<file path="config.mk">
export PLATFORM = sky130hd
export DESIGN_NAME = shared_pin_function_select
export DESIGN_NICKNAME = d
export VERILOG_FILES = /design/src/hw/pin_mux_pkg.sv /design/src/hw/shared_pin_function_select.sv
export VERILOG_INCLUDE_DIRS = /design/src /design/src/hw
export SDC_FILE = /design/constraint.sdc
export NUM_CORES = 1
export LEC_CHECK = 0
export BUFFER_PORTS_ARGS = -buffer_cell sky130_fd_sc_hd__buf_4
export CAP_MARGIN = 25
export CORE_ASPECT_RATIO = 1.4
export CORE_MARGIN = 3
export CORE_UTILIZATION = 39
export DETAILED_ROUTE_END_ITERATION = 10
export PLACE_DENSITY = 0.9
export SLEW_MARGIN = 30
export SYNTH_ARGS = -nofsm -noshare
export SYNTH_HDL_FRONTEND = slang
export SYNTH_SLANG_ARGS = --single-unit
</file>
<file path="constraint.sdc">
create_clock -name mclk -period 1.8 [get_ports mclk]
set_input_delay 0.09 -clock mclk [delete_from_list [all_inputs] [get_ports mclk]]
set_output_delay 0.09 -clock mclk [all_outputs]
set_load 0.1 [all_outputs]
</file>
<file path="src/hw/pin_mux_consts.svh">
/*
 * Pad indices, field positions and codes, remap bits for the pin mux.
 * Assumes inclusion by bare name.
 */
`ifndef PIN_MUX_CONSTS_SVH
`define PIN_MUX_CONSTS_SVH

// Pad index within the six-pad vectors
`define PAD_A2 0
`define PAD_A3 1
`define PAD_A4 2
`define PAD_A5 3
`define PAD_A6 4
`define PAD_B1 5
`define PAD_COUNT 6

// Config field positions (low bit of each 4-bit field)
`define FLD_A2_LO 8
`define FLD_A3_LO 12
`define FLD_A4_LO 0
`define FLD_A5_LO 4
`define FLD_A6_LO 8
`define FLD_B1_LO 4

// Per-pin config field codes
`define CFG_ANALOG 4'h0
`define CFG_GP_OUT 4'h1
`define CFG_GP_OD 4'h5
`define CFG_ALT_OUT 4'h9
`define CFG_ALT_OD 4'hd

// Timer-2 remap bit positions
`define REMAP_CH1 4
`define REMAP_CH2 5
`define REMAP_CH4 7

// Timer output enable positions (channel n at bit n-1)
`define T2_CH1_OE 0
`define T2_CH2_OE 1
`define T2_CH4_OE 3
`define T1_CH3_OE 2

// SPI config master bit
`define SPI_MASTER_BIT 4

// Edges after reset release before the strap is taken
`define STRAP_SETTLE_EDGES 2'h3

`endif

</file>
<file path="src/hw/pin_mux_pkg.sv">
/*
 * Types for the shared pin function select block.
 * Assumes nothing beyond a SystemVerilog compiler.
 */
package pin_mux_pkg;

    // Serial controller mode selection
    typedef enum logic [1:0] {
        SER_OFF  = 2'b00,
        SER_UART = 2'b01,
        SER_SPI  = 2'b10,
        SER_TWI  = 2'b11
    } ser_mode_t;

    // Boot strap capture sequence
    typedef enum logic [1:0] {
        STRAP_SETTLE = 2'b00,
        STRAP_TAKE   = 2'b01,
        STRAP_DONE   = 2'b10
    } strap_state_t;

endpackage : pin_mux_pkg

</file>
<file path="src/hw/shared_pin_function_select.sv">
/*
 * Alternate function selection for six shared pads: port A lines two
 * to six and port B line one, plus the boot strap sample on line five.
 * Assumes the pad cells resolve out/oe into the pin level and return
 * the pin level asynchronously; all control inputs are on mclk.
 */
// Overview of operation
// - Timer-2 ch4 on A2 when remap7 clear
// - Ctrl2 TWI clock open-drain on A2
// - Ctrl2 SPI clock out master, in slave
// - Ctrl2 slave select from A3 in slave
// - CPU trace clock on A3 when enabled
// - Timer-2 ch2 on A3 when remap5 clear
// - A4 to analog input four when analog
// - Packet trace frame on A4, trace off
// - Trace data bit two on A4, four-wire
// - A5 to analog input five when analog
// - Packet trace data on A5, trace off
// - Boot strap on A5 sampled after reset
// - Trace data bit three on A5, four-wire
// - Timer-1 ch3 out on A6 when enabled
// - Timer-1 ch3 input always from A6
// - Ctrl1 slave data out on B1
// - Ctrl1 master data out on B1
// - Ctrl1 TWI data open-drain on B1
// - Ctrl1 UART transmit on B1
// - Timer-2 ch1 out on B1 when remap4 set
`timescale 1ns/1ns
`include "pin_mux_consts.svh"

module shared_pin_function_select
    import pin_mux_pkg::*;
(
    // Clock and reset
    input wire logic mclk,
    input wire logic rst_n,
    // Pad configuration words
    input wire logic [15:0] port_a_low_config,
    input wire logic [15:0] port_a_high_config,
    input wire logic [15:0] port_b_low_config,
    // Timer controls
    input wire logic [7:0] timer_two_remap_bits,
    input wire logic [3:0] timer_two_output_enables,
    input wire logic [3:0] timer_one_output_enables,
    // Serial controller controls
    input wire logic [1:0] ctrl1_mode_select,
    input wire logic [7:0] ctrl1_spi_config,
    input wire logic [1:0] ctrl2_mode_select,
    input wire logic [7:0] ctrl2_spi_config,
    // Trace controls
    input wire logic cpu_trace_enable,
    input wire logic cpu_trace_four_wire,
    input wire logic packet_trace_enable,
    // Peripheral output sources
    input wire logic timer_two_channel_four,
    input wire logic timer_two_channel_two,
    input wire logic timer_two_channel_one,
    input wire logic timer_one_channel_three,
    input wire logic ctrl2_twowire_clock,
    input wire logic ctrl2_spi_clock,
    input wire logic cpu_trace_clock,
    input wire logic cpu_trace_bit_two,
    input wire logic cpu_trace_bit_three,
    input wire logic packet_trace_frame,
    input wire logic packet_trace_serial_data,
    input wire logic ctrl1_slave_out_line,
    input wire logic ctrl1_master_out_line,
    input wire logic ctrl1_twowire_data,
    input wire logic ctrl1_uart_transmit,
    // General-purpose data, one bit per pad
    input wire logic [5:0] gpio_out,
    output logic [5:0] gpio_in,
    // Pad cell side, one bit per pad
    input wire logic [5:0] pad_in,
    output logic [5:0] pad_out,
    output logic [5:0] pad_oe,
    // Analog switch enables
    output logic analog_input_four,
    output logic analog_input_five,
    // Peripheral input returns
    output logic timer_two_channel_four_in,
    output logic timer_two_channel_two_in,
    output logic timer_one_channel_three_in,
    output logic ctrl2_twowire_clock_in,
    output logic ctrl2_spi_clock_in,
    output logic ctrl2_slave_select_n,
    output logic ctrl1_twowire_data_in,
    // Boot strap result
    output logic factory_monitor,
    output logic strap_valid
);

    // Reset release chain
    logic rst_meta_q;
    logic rst_sync_q;
    logic rst_i_n;

    // Pad input synchronisers
    logic [5:0] pin_meta_q;
    logic [5:0] pin_q;

    // Per-pad config fields
    logic [3:0] fld [`PAD_COUNT];

    // Per-pad decoded drive
    logic [5:0] alt_use;
    logic [5:0] alt_val;
    logic [5:0] alt_od;
    logic [5:0] out_d;
    logic [5:0] oe_d;

    // Decoded conditions
    ser_mode_t mode1;
    ser_mode_t mode2;
    logic ctrl2_master;
    logic ctrl1_master;
    logic ctrl2_free;
    logic trace_clk_free;
    logic ctrl1_free;

    // Strap capture
    strap_state_t strap_state_q;
    logic [1:0] settle_q;

    // Reset synchroniser: only a constant enters under reset
    always_ff @(posedge mclk or negedge rst_n) begin
        if (!rst_n) begin
            rst_meta_q <= 1'b0;
            rst_sync_q <= 1'b0;
        end else begin
            rst_meta_q <= 1'b1;
            rst_sync_q <= rst_meta_q;
        end
    end

    assign rst_i_n = rst_sync_q;

    // Field extraction
    assign fld[`PAD_A2] = port_a_low_config[`FLD_A2_LO +: 4];
    assign fld[`PAD_A3] = port_a_low_config[`FLD_A3_LO +: 4];
    assign fld[`PAD_A4] = port_a_high_config[`FLD_A4_LO +: 4];
    assign fld[`PAD_A5] = port_a_high_config[`FLD_A5_LO +: 4];
    assign fld[`PAD_A6] = port_a_high_config[`FLD_A6_LO +: 4];
    assign fld[`PAD_B1] = port_b_low_config[`FLD_B1_LO +: 4];

    // Mode and ownership decode
    assign mode1 = ser_mode_t'(ctrl1_mode_select);
    assign mode2 = ser_mode_t'(ctrl2_mode_select);
    assign ctrl2_master = ctrl2_spi_config[`SPI_MASTER_BIT];
    assign ctrl1_master = ctrl1_spi_config[`SPI_MASTER_BIT];
    // Ctrl2 owns line two only if timer-2 ch4 is off or remapped away
    assign ctrl2_free = !timer_two_output_enables[`T2_CH4_OE]
        || timer_two_remap_bits[`REMAP_CH4];
    // Trace clock needs timer-2 ch2 off or remapped away
    assign trace_clk_free = !timer_two_output_enables[`T2_CH2_OE]
        || timer_two_remap_bits[`REMAP_CH2];
    // Ctrl1 needs timer-2 ch1 off or not remapped onto line one
    assign ctrl1_free = !timer_two_output_enables[`T2_CH1_OE]
        || !timer_two_remap_bits[`REMAP_CH1];

    // Alternate function per pad; timers win where two could claim a pad
    always_comb begin
        alt_use = 6'h00;
        alt_val = 6'h00;
        alt_od = 6'h00;
        // Port A line two
        if (!timer_two_remap_bits[`REMAP_CH4] && timer_two_output_enables[`T2_CH4_OE]
            && fld[`PAD_A2] == `CFG_ALT_OUT) begin
            alt_use[`PAD_A2] = 1'b1;
            alt_val[`PAD_A2] = timer_two_channel_four;
        end else if (ctrl2_free && mode2 == SER_TWI && fld[`PAD_A2] == `CFG_ALT_OD) begin
            alt_use[`PAD_A2] = 1'b1;
            alt_od[`PAD_A2] = 1'b1;
            alt_val[`PAD_A2] = ctrl2_twowire_clock;
        end else if (ctrl2_free && mode2 == SER_SPI && ctrl2_master
            && fld[`PAD_A2] == `CFG_ALT_OUT) begin
            alt_use[`PAD_A2] = 1'b1;
            alt_val[`PAD_A2] = ctrl2_spi_clock;
        end
        // Port A line three
        if (!timer_two_remap_bits[`REMAP_CH2] && timer_two_output_enables[`T2_CH2_OE]
            && fld[`PAD_A3] == `CFG_ALT_OUT) begin
            alt_use[`PAD_A3] = 1'b1;
            alt_val[`PAD_A3] = timer_two_channel_two;
        end else if (trace_clk_free && cpu_trace_enable && fld[`PAD_A3] == `CFG_ALT_OUT) begin
            alt_use[`PAD_A3] = 1'b1;
            alt_val[`PAD_A3] = cpu_trace_clock;
        end
        // Port A line four: trace enable keeps the two traces exclusive
        if (fld[`PAD_A4] == `CFG_ALT_OUT) begin
            if (cpu_trace_enable && cpu_trace_four_wire) begin
                alt_use[`PAD_A4] = 1'b1;
                alt_val[`PAD_A4] = cpu_trace_bit_two;
            end else if (!cpu_trace_enable && packet_trace_enable) begin
                alt_use[`PAD_A4] = 1'b1;
                alt_val[`PAD_A4] = packet_trace_frame;
            end
        end
        // Port A line five
        if (fld[`PAD_A5] == `CFG_ALT_OUT) begin
            if (cpu_trace_enable && cpu_trace_four_wire) begin
                alt_use[`PAD_A5] = 1'b1;
                alt_val[`PAD_A5] = cpu_trace_bit_three;
            end else if (!cpu_trace_enable && packet_trace_enable) begin
                alt_use[`PAD_A5] = 1'b1;
                alt_val[`PAD_A5] = packet_trace_serial_data;
            end
        end
        // Port A line six, high-current pad
        if (timer_one_output_enables[`T1_CH3_OE] && fld[`PAD_A6] == `CFG_ALT_OUT) begin
            alt_use[`PAD_A6] = 1'b1;
            alt_val[`PAD_A6] = timer_one_channel_three;
        end
        // Port B line one
        if (timer_two_remap_bits[`REMAP_CH1] && timer_two_output_enables[`T2_CH1_OE]
            && fld[`PAD_B1] == `CFG_ALT_OUT) begin
            alt_use[`PAD_B1] = 1'b1;
            alt_val[`PAD_B1] = timer_two_channel_one;
        end else if (ctrl1_free && mode1 == SER_TWI && fld[`PAD_B1] == `CFG_ALT_OD) begin
            alt_use[`PAD_B1] = 1'b1;
            alt_od[`PAD_B1] = 1'b1;
            alt_val[`PAD_B1] = ctrl1_twowire_data;
        end else if (ctrl1_free && fld[`PAD_B1] == `CFG_ALT_OUT) begin
            case (mode1)
                SER_SPI: begin
                    alt_use[`PAD_B1] = 1'b1;
                    if (ctrl1_master) begin
                        alt_val[`PAD_B1] = ctrl1_master_out_line;
                    end else begin
                        alt_val[`PAD_B1] = ctrl1_slave_out_line;
                    end
                end
                SER_UART: begin
                    alt_use[`PAD_B1] = 1'b1;
                    alt_val[`PAD_B1] = ctrl1_uart_transmit;
                end
                default: begin
                    alt_use[`PAD_B1] = 1'b0;
                end
            endcase
        end
    end

    // Pad drive: alternate, else general-purpose, else released
    genvar gi;
    generate
        for (gi = 0; gi < `PAD_COUNT; gi++) begin : g_pad
            always_comb begin
                if (alt_use[gi]) begin
                    // Open-drain pulls low only; high comes from the bus pull-up
                    out_d[gi] = alt_od[gi] ? 1'b0 : alt_val[gi];
                    oe_d[gi] = alt_od[gi] ? !alt_val[gi] : 1'b1;
                end else if (fld[gi] == `CFG_GP_OUT) begin
                    out_d[gi] = gpio_out[gi];
                    oe_d[gi] = 1'b1;
                end else if (fld[gi] == `CFG_GP_OD) begin
                    out_d[gi] = 1'b0;
                    oe_d[gi] = !gpio_out[gi];
                end else begin
                    // Inputs, analog, and alternate codes with no owner leave the pad released
                    out_d[gi] = 1'b0;
                    oe_d[gi] = 1'b0;
                end
            end

            // Two-stage pin synchroniser; only the second stage is read
            always_ff @(posedge mclk or negedge rst_i_n) begin
                if (!rst_i_n) begin
                    pin_meta_q[gi] <= 1'b1;
                    pin_q[gi] <= 1'b1;
                end else begin
                    pin_meta_q[gi] <= pad_in[gi];
                    pin_q[gi] <= pin_meta_q[gi];
                end
            end

            // Registered pad drive, released in reset
            always_ff @(posedge mclk or negedge rst_i_n) begin
                if (!rst_i_n) begin
                    pad_out[gi] <= 1'b0;
                    pad_oe[gi] <= 1'b0;
                    gpio_in[gi] <= 1'b1;
                end else begin
                    pad_out[gi] <= out_d[gi];
                    pad_oe[gi] <= oe_d[gi];
                    gpio_in[gi] <= pin_q[gi];
                end
            end
        end
    endgenerate

    // Analog switch enables; the digital path stays released meanwhile
    always_ff @(posedge mclk or negedge rst_i_n) begin
        if (!rst_i_n) begin
            analog_input_four <= 1'b0;
            analog_input_five <= 1'b0;
        end else begin
            analog_input_four <= fld[`PAD_A4] == `CFG_ANALOG;
            analog_input_five <= fld[`PAD_A5] == `CFG_ANALOG;
        end
    end

    // Peripheral input returns; unrouted inputs rest at their idle level
    always_ff @(posedge mclk or negedge rst_i_n) begin
        if (!rst_i_n) begin
            timer_two_channel_four_in <= 1'b0;
            timer_two_channel_two_in <= 1'b0;
            timer_one_channel_three_in <= 1'b0;
            ctrl2_twowire_clock_in <= 1'b1;
            ctrl2_spi_clock_in <= 1'b0;
            ctrl2_slave_select_n <= 1'b1;
            ctrl1_twowire_data_in <= 1'b1;
        end else begin
            timer_two_channel_four_in <= !timer_two_remap_bits[`REMAP_CH4]
                && pin_q[`PAD_A2];
            timer_two_channel_two_in <= !timer_two_remap_bits[`REMAP_CH2]
                && pin_q[`PAD_A3];
            // No remap exists, so the pin is always the source
            timer_one_channel_three_in <= pin_q[`PAD_A6];
            ctrl2_twowire_clock_in <= (mode2 == SER_TWI) ? pin_q[`PAD_A2] : 1'b1;
            ctrl2_spi_clock_in <= (mode2 == SER_SPI && !ctrl2_master)
                && pin_q[`PAD_A2];
            ctrl2_slave_select_n <= (mode2 == SER_SPI && !ctrl2_master)
                ? pin_q[`PAD_A3] : 1'b1;
            ctrl1_twowire_data_in <= (mode1 == SER_TWI) ? pin_q[`PAD_B1] : 1'b1;
        end
    end

    // Strap capture: let the syncs refill after release, then take line five once
    always_ff @(posedge mclk or negedge rst_i_n) begin
        if (!rst_i_n) begin
            strap_state_q <= STRAP_SETTLE;
            settle_q <= 2'h0;
            factory_monitor <= 1'b0;
            strap_valid <= 1'b0;
        end else begin
            case (strap_state_q)
                STRAP_SETTLE: begin
                    settle_q <= settle_q + 2'h1;
                    if (settle_q == `STRAP_SETTLE_EDGES - 2'h1) begin
                        strap_state_q <= STRAP_TAKE;
                    end
                end
                STRAP_TAKE: begin
                    // Active-low strap: a low level selects the factory monitor
                    factory_monitor <= !pin_q[`PAD_A5];
                    strap_valid <= 1'b1;
                    strap_state_q <= STRAP_DONE;
                end
                STRAP_DONE: begin
                    // Held until the next reset; later pin activity is ignored
                    strap_state_q <= STRAP_DONE;
                end
                default: begin
                    strap_state_q <= STRAP_SETTLE;
                end
            endcase
        end
    end

endmodule : shared_pin_function_select

</file>
; ---- Yosys cells after proc, flatten, opt, wreduce, memory -nomap -nowiden
; Index checks and enable logic that the tools add are counted.
[totals]
register_bits = 47
in_bits = 116
out_inout_bits = 29
elab_cells = 197
[classes]
n_addsub = 1
eq_ne = 29
muxes = 74
reduce_logical = 48
[ops]
columns = cell, n
row1 = $mux 1, 71
row2 = $eq 4x4->1 const B, 8
row3 = $eq 4x1->1 const B, 6
row4 = $eq 4x3->1 const B, 6
row5 = $logic_and 1x1->1, 23
row6 = $logic_not 1->1, 17
row7 = $eq 2x2->1 const B, 6
row8 = $logic_not 4->1, 2
row9 = $eq 2x1->1 const B, 2
row10 = $pmux 2 s2, 1
row11 = $reduce_or 2->1, 2
row12 = $logic_or 1x1->1, 3
row13 = $add 2x1->2 const B, 1
row14 = $logic_not 2->1, 1
row15 = $mux 2, 1
row16 = $ne 2x2->1 const B, 1
row17 = $pmux 1 s2, 1

; ---- Logic depth before layout (Yosys ltp)
; Gate-level depths: netlist of run 1.
[depth]
ltp_word = 11
depth_mapped = 5
depth_no_buf = 5

; ---- Least setup slack after synthesis of run 1
; Ideal clock, no wire load.
[synth_timing]
path_kind = reg-to-reg
startpoint = reg, netlist name strap_valid
endpoint = reg strap_valid
setup_time_ps = 128
arrival_ps = 1143
t_required_ps = 1672
path_slack_ps = 529
stages_incl_launch_ff = 2
n_path_buf = 0
period_less_slack_ps = 1271
cell_sequence = dfrtp_1 > or2_2
[synth_rtl]
columns = element, line
row1 = "end signal, assigned", shared_pin_function_select.sv:335  ; strap_valid <= 1'b0;
row2 = "end signal, assigned", shared_pin_function_select.sv:347  ; strap_valid <= 1'b1;
row3 = "end, declared", shared_pin_function_select.sv:90  ; output logic strap_valid

; ---- Worst setup path after layout of run 1
[layout_timing]
startpoint = in timer_two_remap_bits[7]
endpoint = reg pad_out[0]
[layout_between]
elab_chain_cells = 9
word_cells_on_any_way = 19
classes_between = mux (10) / reduce/logical (9)
[layout_lines]
columns = element, line
row1 = "start, declared", shared_pin_function_select.sv:42  ; input wire logic [7:0] timer_two_remap_bits,
row2 = $logic_or 1x1->1, shared_pin_function_select.sv:152  ; assign ctrl2_free = !timer_two_output_enables[`T2_CH4_OE]
row3 = $logic_and 1x1->1 (2 in a row), shared_pin_function_select.sv:175  ; end else if (ctrl2_free && mode2 == SER_SPI && ctrl2_master
row4 = $logic_and 1x1->1 (no source line), n/a
row5 = $mux 1, shared_pin_function_select.sv:175
row6 = $mux 1, shared_pin_function_select.sv:171  ; end else if (ctrl2_free && mode2 == SER_TWI && fld[`PAD_A2] == `CFG_ALT_OD) begin
row7 = $mux 1, shared_pin_function_select.sv:167  ; if (!timer_two_remap_bits[`REMAP_CH4] && timer_two_output_enables[`T2_CH4_OE]
row8 = $mux 1, shared_pin_function_select.sv:251  ; out_d[gi] = alt_od[gi] ? 1'b0 : alt_val[gi];
row9 = $mux 1 (*), shared_pin_function_select.sv:249  ; if (alt_use[gi]) begin
row10 = named net out_d[0], shared_pin_function_select.sv:109  ; logic [5:0] out_d;
row11 = "end signal, assigned by index", shared_pin_function_select.sv:284  ; pad_out[gi] <= out_d[gi];
row12 = "end, declared", shared_pin_function_select.sv:75  ; output logic [5:0] pad_out,
; Mark *: on every way through the listed nets, which the timed path passes. The rest lies on a longest branch.
; A chain may end at the register's enable or synchronous reset.

==> results of run 1 <==
-- power by group --
| group | switching, mW | total (mW) | internal, mW |
|---|---|---|---|
| registers | 0.0178 | 1.13 | 1.12 |
| clock network | 0.368 | 0.656 | 0.288 |
| logic | 0.300 | 0.493 | 0.194 |
| total | 0.685 | 2.28 | 1.60 |
-- state kept, by name (all words and copies together), names as in the netlist, 2 cells and up --
register	cells
pin_q	6
strap_state_q	2
pad_oe	6
pin_meta_q	6
settle_q	2
pad_out	6
gpio_in	6
-- worst register-to-register path, cell delays in order, from the launching register on --
cell and delay [ns]:
dfrtp_1 0.41, inv_1 0.11, ha_1 0.24, nand2b_1 0.12, nand2_1 0.07, o21ai_0 0.07
-- worst max path at each step --
stage	start	endpoint	slack [ns]	depth (start not counted)
after global routing	timer_two_remap_bits[7]	pad_out[0]	0.07	6
final	timer_two_remap_bits[7]	pad_out[0]	0.13	6
after detailed placement	strap_state_q[0]	strap_state_q[0]	0.67	5
after global placement	pin_q[1]	ctrl2_slave_select_n	0.69	1
after floorplan	rst_i_n	analog_input_five	0.43	0
after CTS	timer_two_remap_bits[7]	pad_out[0]	0.16	6
-- per-stage QoR --
| step | total power, mW | cells | cell area (um2) | worst slack [ns] | util |
|---|---|---|---|---|---|
| floorplan | 1.42 | 146 | 1860 | 0.432 | - |
| global placement | 1.60 | 306 | 2670 | 0.687 | 0.584 |
| detailed placement | 1.61 | 306 | 2670 | 0.673 | 0.584 |
| CTS | 2.31 | 335 | 2980 | 0.157 | 0.651 |
| global route | 2.40 | 335 | 2980 | 0.0712 | 0.651 |
| finish | 2.28 | 335 | 2980 | 0.125 | 0.651 |
-- layout make-up --
class | instances | share of cell area
inverter | 10 | 0.0126
clock inverter | 3 | 0.00925
timing repair buffer | 119 | 0.318
tap | 62 | 0.0261
clock buffer | 5 | 0.0231
multi-input combinational | 89 | 0.207
sequential | 47 | 0.404
-- metal layers --
layer  track usage  vias to the layer above  wire length [um]
met3        0.0218                        6               223
met2         0.312                       52              2630
met4        0.0731                        0                75
met1         0.168                      746              1500
li1              -                      758                 -
met5             0                        -                 0
-- synth_stat cells --
cell type | n | area (um2)
a2111oi_0 | 1 | 8.76
a21oi_1 | 6 | 30.0
a22oi_1 | 1 | 7.51
a311oi_1 | 2 | 17.5
a31o_2 | 1 | 8.76
a31oi_1 | 3 | 18.8
a32oi_1 | 2 | 17.5
a41oi_1 | 1 | 8.76
and3_1 | 1 | 6.26
and3b_2 | 1 | 10.0
and4bb_2 | 1 | 12.5
conb_1 | 1 | 3.75
dfrtp_1 | 26 | 651
dfstp_2 | 21 | 552
ha_1 | 7 | 87.6
inv_1 | 10 | 37.5
mux2_2 | 1 | 11.3
mux2i_1 | 3 | 30.0
nand2_1 | 8 | 30.0
nand2b_1 | 8 | 50.1
nand3_1 | 2 | 10.0
nand3b_1 | 2 | 15.0
nand4_1 | 2 | 12.5
nor2_1 | 4 | 15.0
nor2b_1 | 11 | 68.8
nor3_1 | 1 | 5.00
nor4_1 | 2 | 12.5
o2111a_1 | 1 | 11.3
o21ai_0 | 7 | 35.0
o21ba_2 | 1 | 10.0
o21bai_1 | 1 | 7.51
o22ai_1 | 1 | 6.26
or2_2 | 3 | 18.8
or4b_1 | 1 | 10.0
or4b_2 | 1 | 10.0
xor2_1 | 1 | 8.76
-- cell families (layout without fill, tap and decap cells) --
family,count (synthesis),count (layout)
xor gates and xnor gates,1,1
and+or+nand+nor,48,48
AOI/OAI and AO/OA,28,28
buffers and inverters,10,137
other,1,1
DFF,47,47
adders and majority gates,7,7
muxes,4,4
==> impl_metrics.toml, run 1 <==
[outcome]
outcome = "finished, final reports clean"

[cts]
insertion_delay_ns = 0.30
cts_hold_buf = 21
cts_buffers = 5
clockBufferDepth = 2
clock-root-buffer = "clkbuf_8"
cts_tree = "done"
postCtsSetupRepairBufs = 0
cts.reportedPaths.clkPinSlew_ns = 0.09
htreeDepth = 2
cts_resized = 0
numClockSinks = 47

[drt]
drc_errors = 0
vias_per_cell = 4.66
drt_iter0_drc = 33
wirelength_um = 4430
final_antenna_net_count = 0
num_vias = 1562
routedWlPerCell_um = 13.2
drtPass1Iterations = 2

[grt]
grt_pass1_vias = 1637
grt_pass1_wl_um = 7110
grt_use_total = 0.160
overflow = 0
grt_max_degree = 38
antenna_found_initial = 0

[timing]
finalHoldViolations = 0
timing.hold.ws_ns = 0.0134
fin_crit_ns = 1.67
clock.fmax_ghz = 0.597
timing.final.crit_share = 0.930
setup_tns_ns = 0
fin_skew_ns = 0.00911
final_max_slew_viol_count = 0
grt_setup_unrepaired = "no"
setup_violations = 0

[die]
num_rows = 29
start_util = 0.406
die_y_um = 87.6
die_w_um = 64.3
pin_count = 145
die_area_um2 = 5630
core_um2 = 4570

[worst_hold_path]
holdPathEnd = "pad_out[2]"
min_path_type = "primary input to flop"
hold_depth = 2
min_from = "port_a_high_config[3]"

[synth]
synthAdderAreaFrac = 0.0472
syn_area_per_cell_um2 = 12.7
synthCells = 146
yosysUniqueCellTypes = 36
syn-num-nets = 269
muxShareOfSynthArea = 0.0223
synth_top_family_by_area = "simple AND/OR/NAND/NOR gates"
yosys_register_bits = 47
synth_xor_area_frac = 0.00472
synth-simple-area-share = 0.154
netlist_area_um2 = 1860
synth_compound_area_frac = 0.101
yosysSeqAreaShare = 0.648
synth_warnings = 0

[place]
gp_congestion = 0.665
hpwl_um = 3380
io_buffers = 97

[worst_setup_path]
cp.arrival_ns = 1.91
crit_path_start_kind = "primary input"
critPathTopFamily = "buffers and inverters"
r2r_slack_ns = 0.67
worstPathMaxFanout = 4
cp_slowest_stage_delay_ns = 0.58
crit_path_frequent_cell = "dlygate4sd3_1"
crit_path_cell_trace = "dlygate4sd3_1 > buf_4 > nor2b_1 > nand2_1 > a311oi_1 > dlygate4sd3_1"
r2r_end = "strap_state_q[1]"
reg2reg_from = "strap_state_q[0]"
reg2reg_depth = 5
slowest_stage = "dlygate4sd3_1"
critPathBufInv = 3
crit_required_ns = 2.03
critPathCaptureType = "flop"
critPathKind = "primary input to flop"

[layout]
final_cell_mix = "buf_4 (98), dfrtp_1 (25), dfstp_2 (21), dlygate4sd3_1 (21), nor2b_1 (11)"
drive_gt1_frac = 0.502
fill_cells = 374
layout_commonest_cell = "buf_4"
seqCellArea_um2 = 1200
nNetsFinal = 395
multi_input_area_um2 = 616
diodes = 0
synthToLayoutAreaGrowth_pct = 60.4

[pwr]
vdd_drop_max_mv = 0.414
power_leakage_nw = 1.44
powerDensity_nw_per_um2 = 767

[flow_run]
cap_violations = 0
(Power assumes the default switching activity.)
==> inputs of run 2 (changes only) <==
BUFFER_PORTS_ARGS = default   (was -buffer_cell sky130_fd_sc_hd__buf_4)
CORE_UTILIZATION = 50   (was 39)
CTS_BUF_LIST = sky130_fd_sc_hd__clkbuf_16   (was default)
DONT_BUFFER_PORTS = 1   (was default)
PLACE_DENSITY = 0.76   (was 0.9)
==> run 2 against run 1 <==
The flow now finishes with violations (hold timing); sequential share of layout area up 6.5 points; fmax up 0.35%; total power up 7.3%; cell count down 26%; final area down 14%; sequential power up 6%; global-route usage up 6.2 points; wire length up 5.7%; largest power group unchanged.
==> impl_metrics.toml, run 2 (synthesis gave the netlist of run 1 again) <==
[outcome]
outcome = "finished, violations left"
violations = "hold timing"

[worst_hold_path]
holdPathEnd = "pad_oe[4]"
hold_depth = 2
min_from = "timer_one_output_enables[2]"
min_path_type = "primary input to flop"

[cts]
clock-root-buffer = "clkbuf_16"
cts_tree = "done"
numClockSinks = 47
cts.reportedPaths.clkPinSlew_ns = 0.06
insertion_delay_ns = 0.28
cts_buffers = 5
clockBufferDepth = 2
htreeDepth = 2

[drt]
drt_iter0_drc = 48
wirelength_um = 4680
routedWlPerCell_um = 18.8
drtPass1Iterations = 4
num_vias = 1419
drc_errors = 0
vias_per_cell = 5.70
final_antenna_net_count = 0

[place]
io_buffers = 0
gp_congestion = 0.709
hpwl_um = 2960
placed_cell_area_um2 = 2060

[timing]
grt_setup_unrepaired = "no"
finalHoldViolations = 1
clock.fmax_ghz = 0.599
timing.final.crit_share = 0.927
fin_crit_ns = 1.67
setup_violations = 0
setup_tns_ns = 0
fin_skew_ns = 0.00569
worst_pin_slew_ns = 0.541
final_max_slew_viol_count = 0
timing.hold.ws_ns = -0.00470
max_slew_margin = 0.639

[worst_setup_path]
critPathKind = "flop to flop"
reg2reg_from = "pin_q[1]"
r2r_slack_ns = 0.13
r2r_end = "ctrl2_slave_select_n"
cp.arrival_ns = 1.87
worstPathMaxFanout = 3
crit_path_start_kind = "flop"
crit_required_ns = 2.01
reg2reg_depth = 2
critPathCaptureType = "flop"

[pwr]
p_sw_frac = 0.259
power_switching_uw = 635
powerDensity_nw_per_um2 = 956
clkPwrFrac = 0.383
p_int_mw = 1.81
comb_power_share = 0.125
seqPwrFrac = 0.492
power_leakage_nw = 1.17
vdd_drop_max_mv = 0.756

[die]
pin_count = 145
core_um2 = 3470
die_w_um = 57.5
num_rows = 25
die_area_um2 = 4490
start_util = 0.534
die_y_um = 78.1

[layout]
nNetsFinal = 331
design_area_um2 = 2560
synthToLayoutAreaGrowth_pct = 38.1
drive_gt1_frac = 0.278
diodes = 0
final_cell_mix = "dlygate4sd3_1 (34), dfrtp_1 (25), dfstp_2 (21), buf_4 (21), inv_1 (12)"
layout_commonest_cell = "dlygate4sd3_1"

[flow_run]
cap_violations = 0

[grt]
grt_max_degree = 46
antenna_found_initial = 0
grt_pass1_wl_um = 7560
overflow = 0
grt_use_total = 0.222
grt_pass1_vias = 1616
run 2: changes by cell type in the layout (fill, tap and decap cells not counted), sizes merged:
| cell | before | now |
|---|---|---|
| clkbuf | 5 | 6 |
| clkinvlp | 1 | 0 |
| dlygate4sd3 | 21 | 34 |
| buf | 98 | 21 |
run 2: worst max path at each step:
stage / from / end / slack [ns] / depth (start not counted)
finish: pin_q[1] / ctrl2_slave_select_n / 0.13 / 2
global route: pin_q[1] / ctrl2_slave_select_n / 0.11 / 2
CTS: port_a_high_config[8] / pad_oe[4] / 0.12 / 5
detailed placement: strap_state_q[0] / strap_state_q[1] / 0.68 / 5
global placement: pin_q[1] / ctrl2_slave_select_n / 0.69 / 1
floorplan: rst_i_n / analog_input_five / 0.43 / 0
run 2: area by class of cell:
| type | count | area, um2 |
|---|---|---|
| repair buffers | 55 | 498 |
| multi-input cells | 89 | 616 |
| fillers | 220 | 910 |
| flip-flops and latches | 47 | 1200 |
| clock buffers | 6 | 150 |
| clock inverters | 2 | 7.51 |
| inverters | 10 | 37.5 |
| well taps | 40 | 50.0 |
run 2: timing repair:
item / in CTS / in global routing
endpoints found under the setup margin: 0 / 1
buffers inserted: 0 / 0
hold buffers: 35 / 0
gates resized for setup: 0 / 0
hold endpoints to repair: 23 / 0
run 2: through the flow:
step           power, mW  cells  setup slack, ns   util
2_1_floorplan       1.42    146            0.432      -
3_3_place_gp        1.46    207            0.689  0.595
3_5_place_dp        1.47    207            0.685  0.595
4_1_cts             2.46    250            0.124  0.741
5_1_grt             2.54    249            0.106  0.738
6_report            2.45    249            0.131  0.738
run 2: worst max-delay path, cell delays in order, from the launching register on:
cell and delay (ns):
dfstp_2 0.38, or4b_2 0.65, dlygate4sd3_1 0.57
run 2: layer usage:
metal	vias up	part of all wire	track usage
met3	6	0.10	0.0658
met1	695	0.34	0.244
li1	626	-	-
met4	0	0.010	0.0696
met2	92	0.54	0.399
met5	-	0	0
run 2: power groups by stage:
stage	Clock [mW]	Combinational (mW)	Sequential [mW]
CTS	0.954	0.304	1.20
finish	0.938	0.307	1.20
global route	1.00	0.327	1.21
global placement	0	0.242	1.22
floorplan	0	0.0621	1.35
detailed placement	0	0.248	1.22
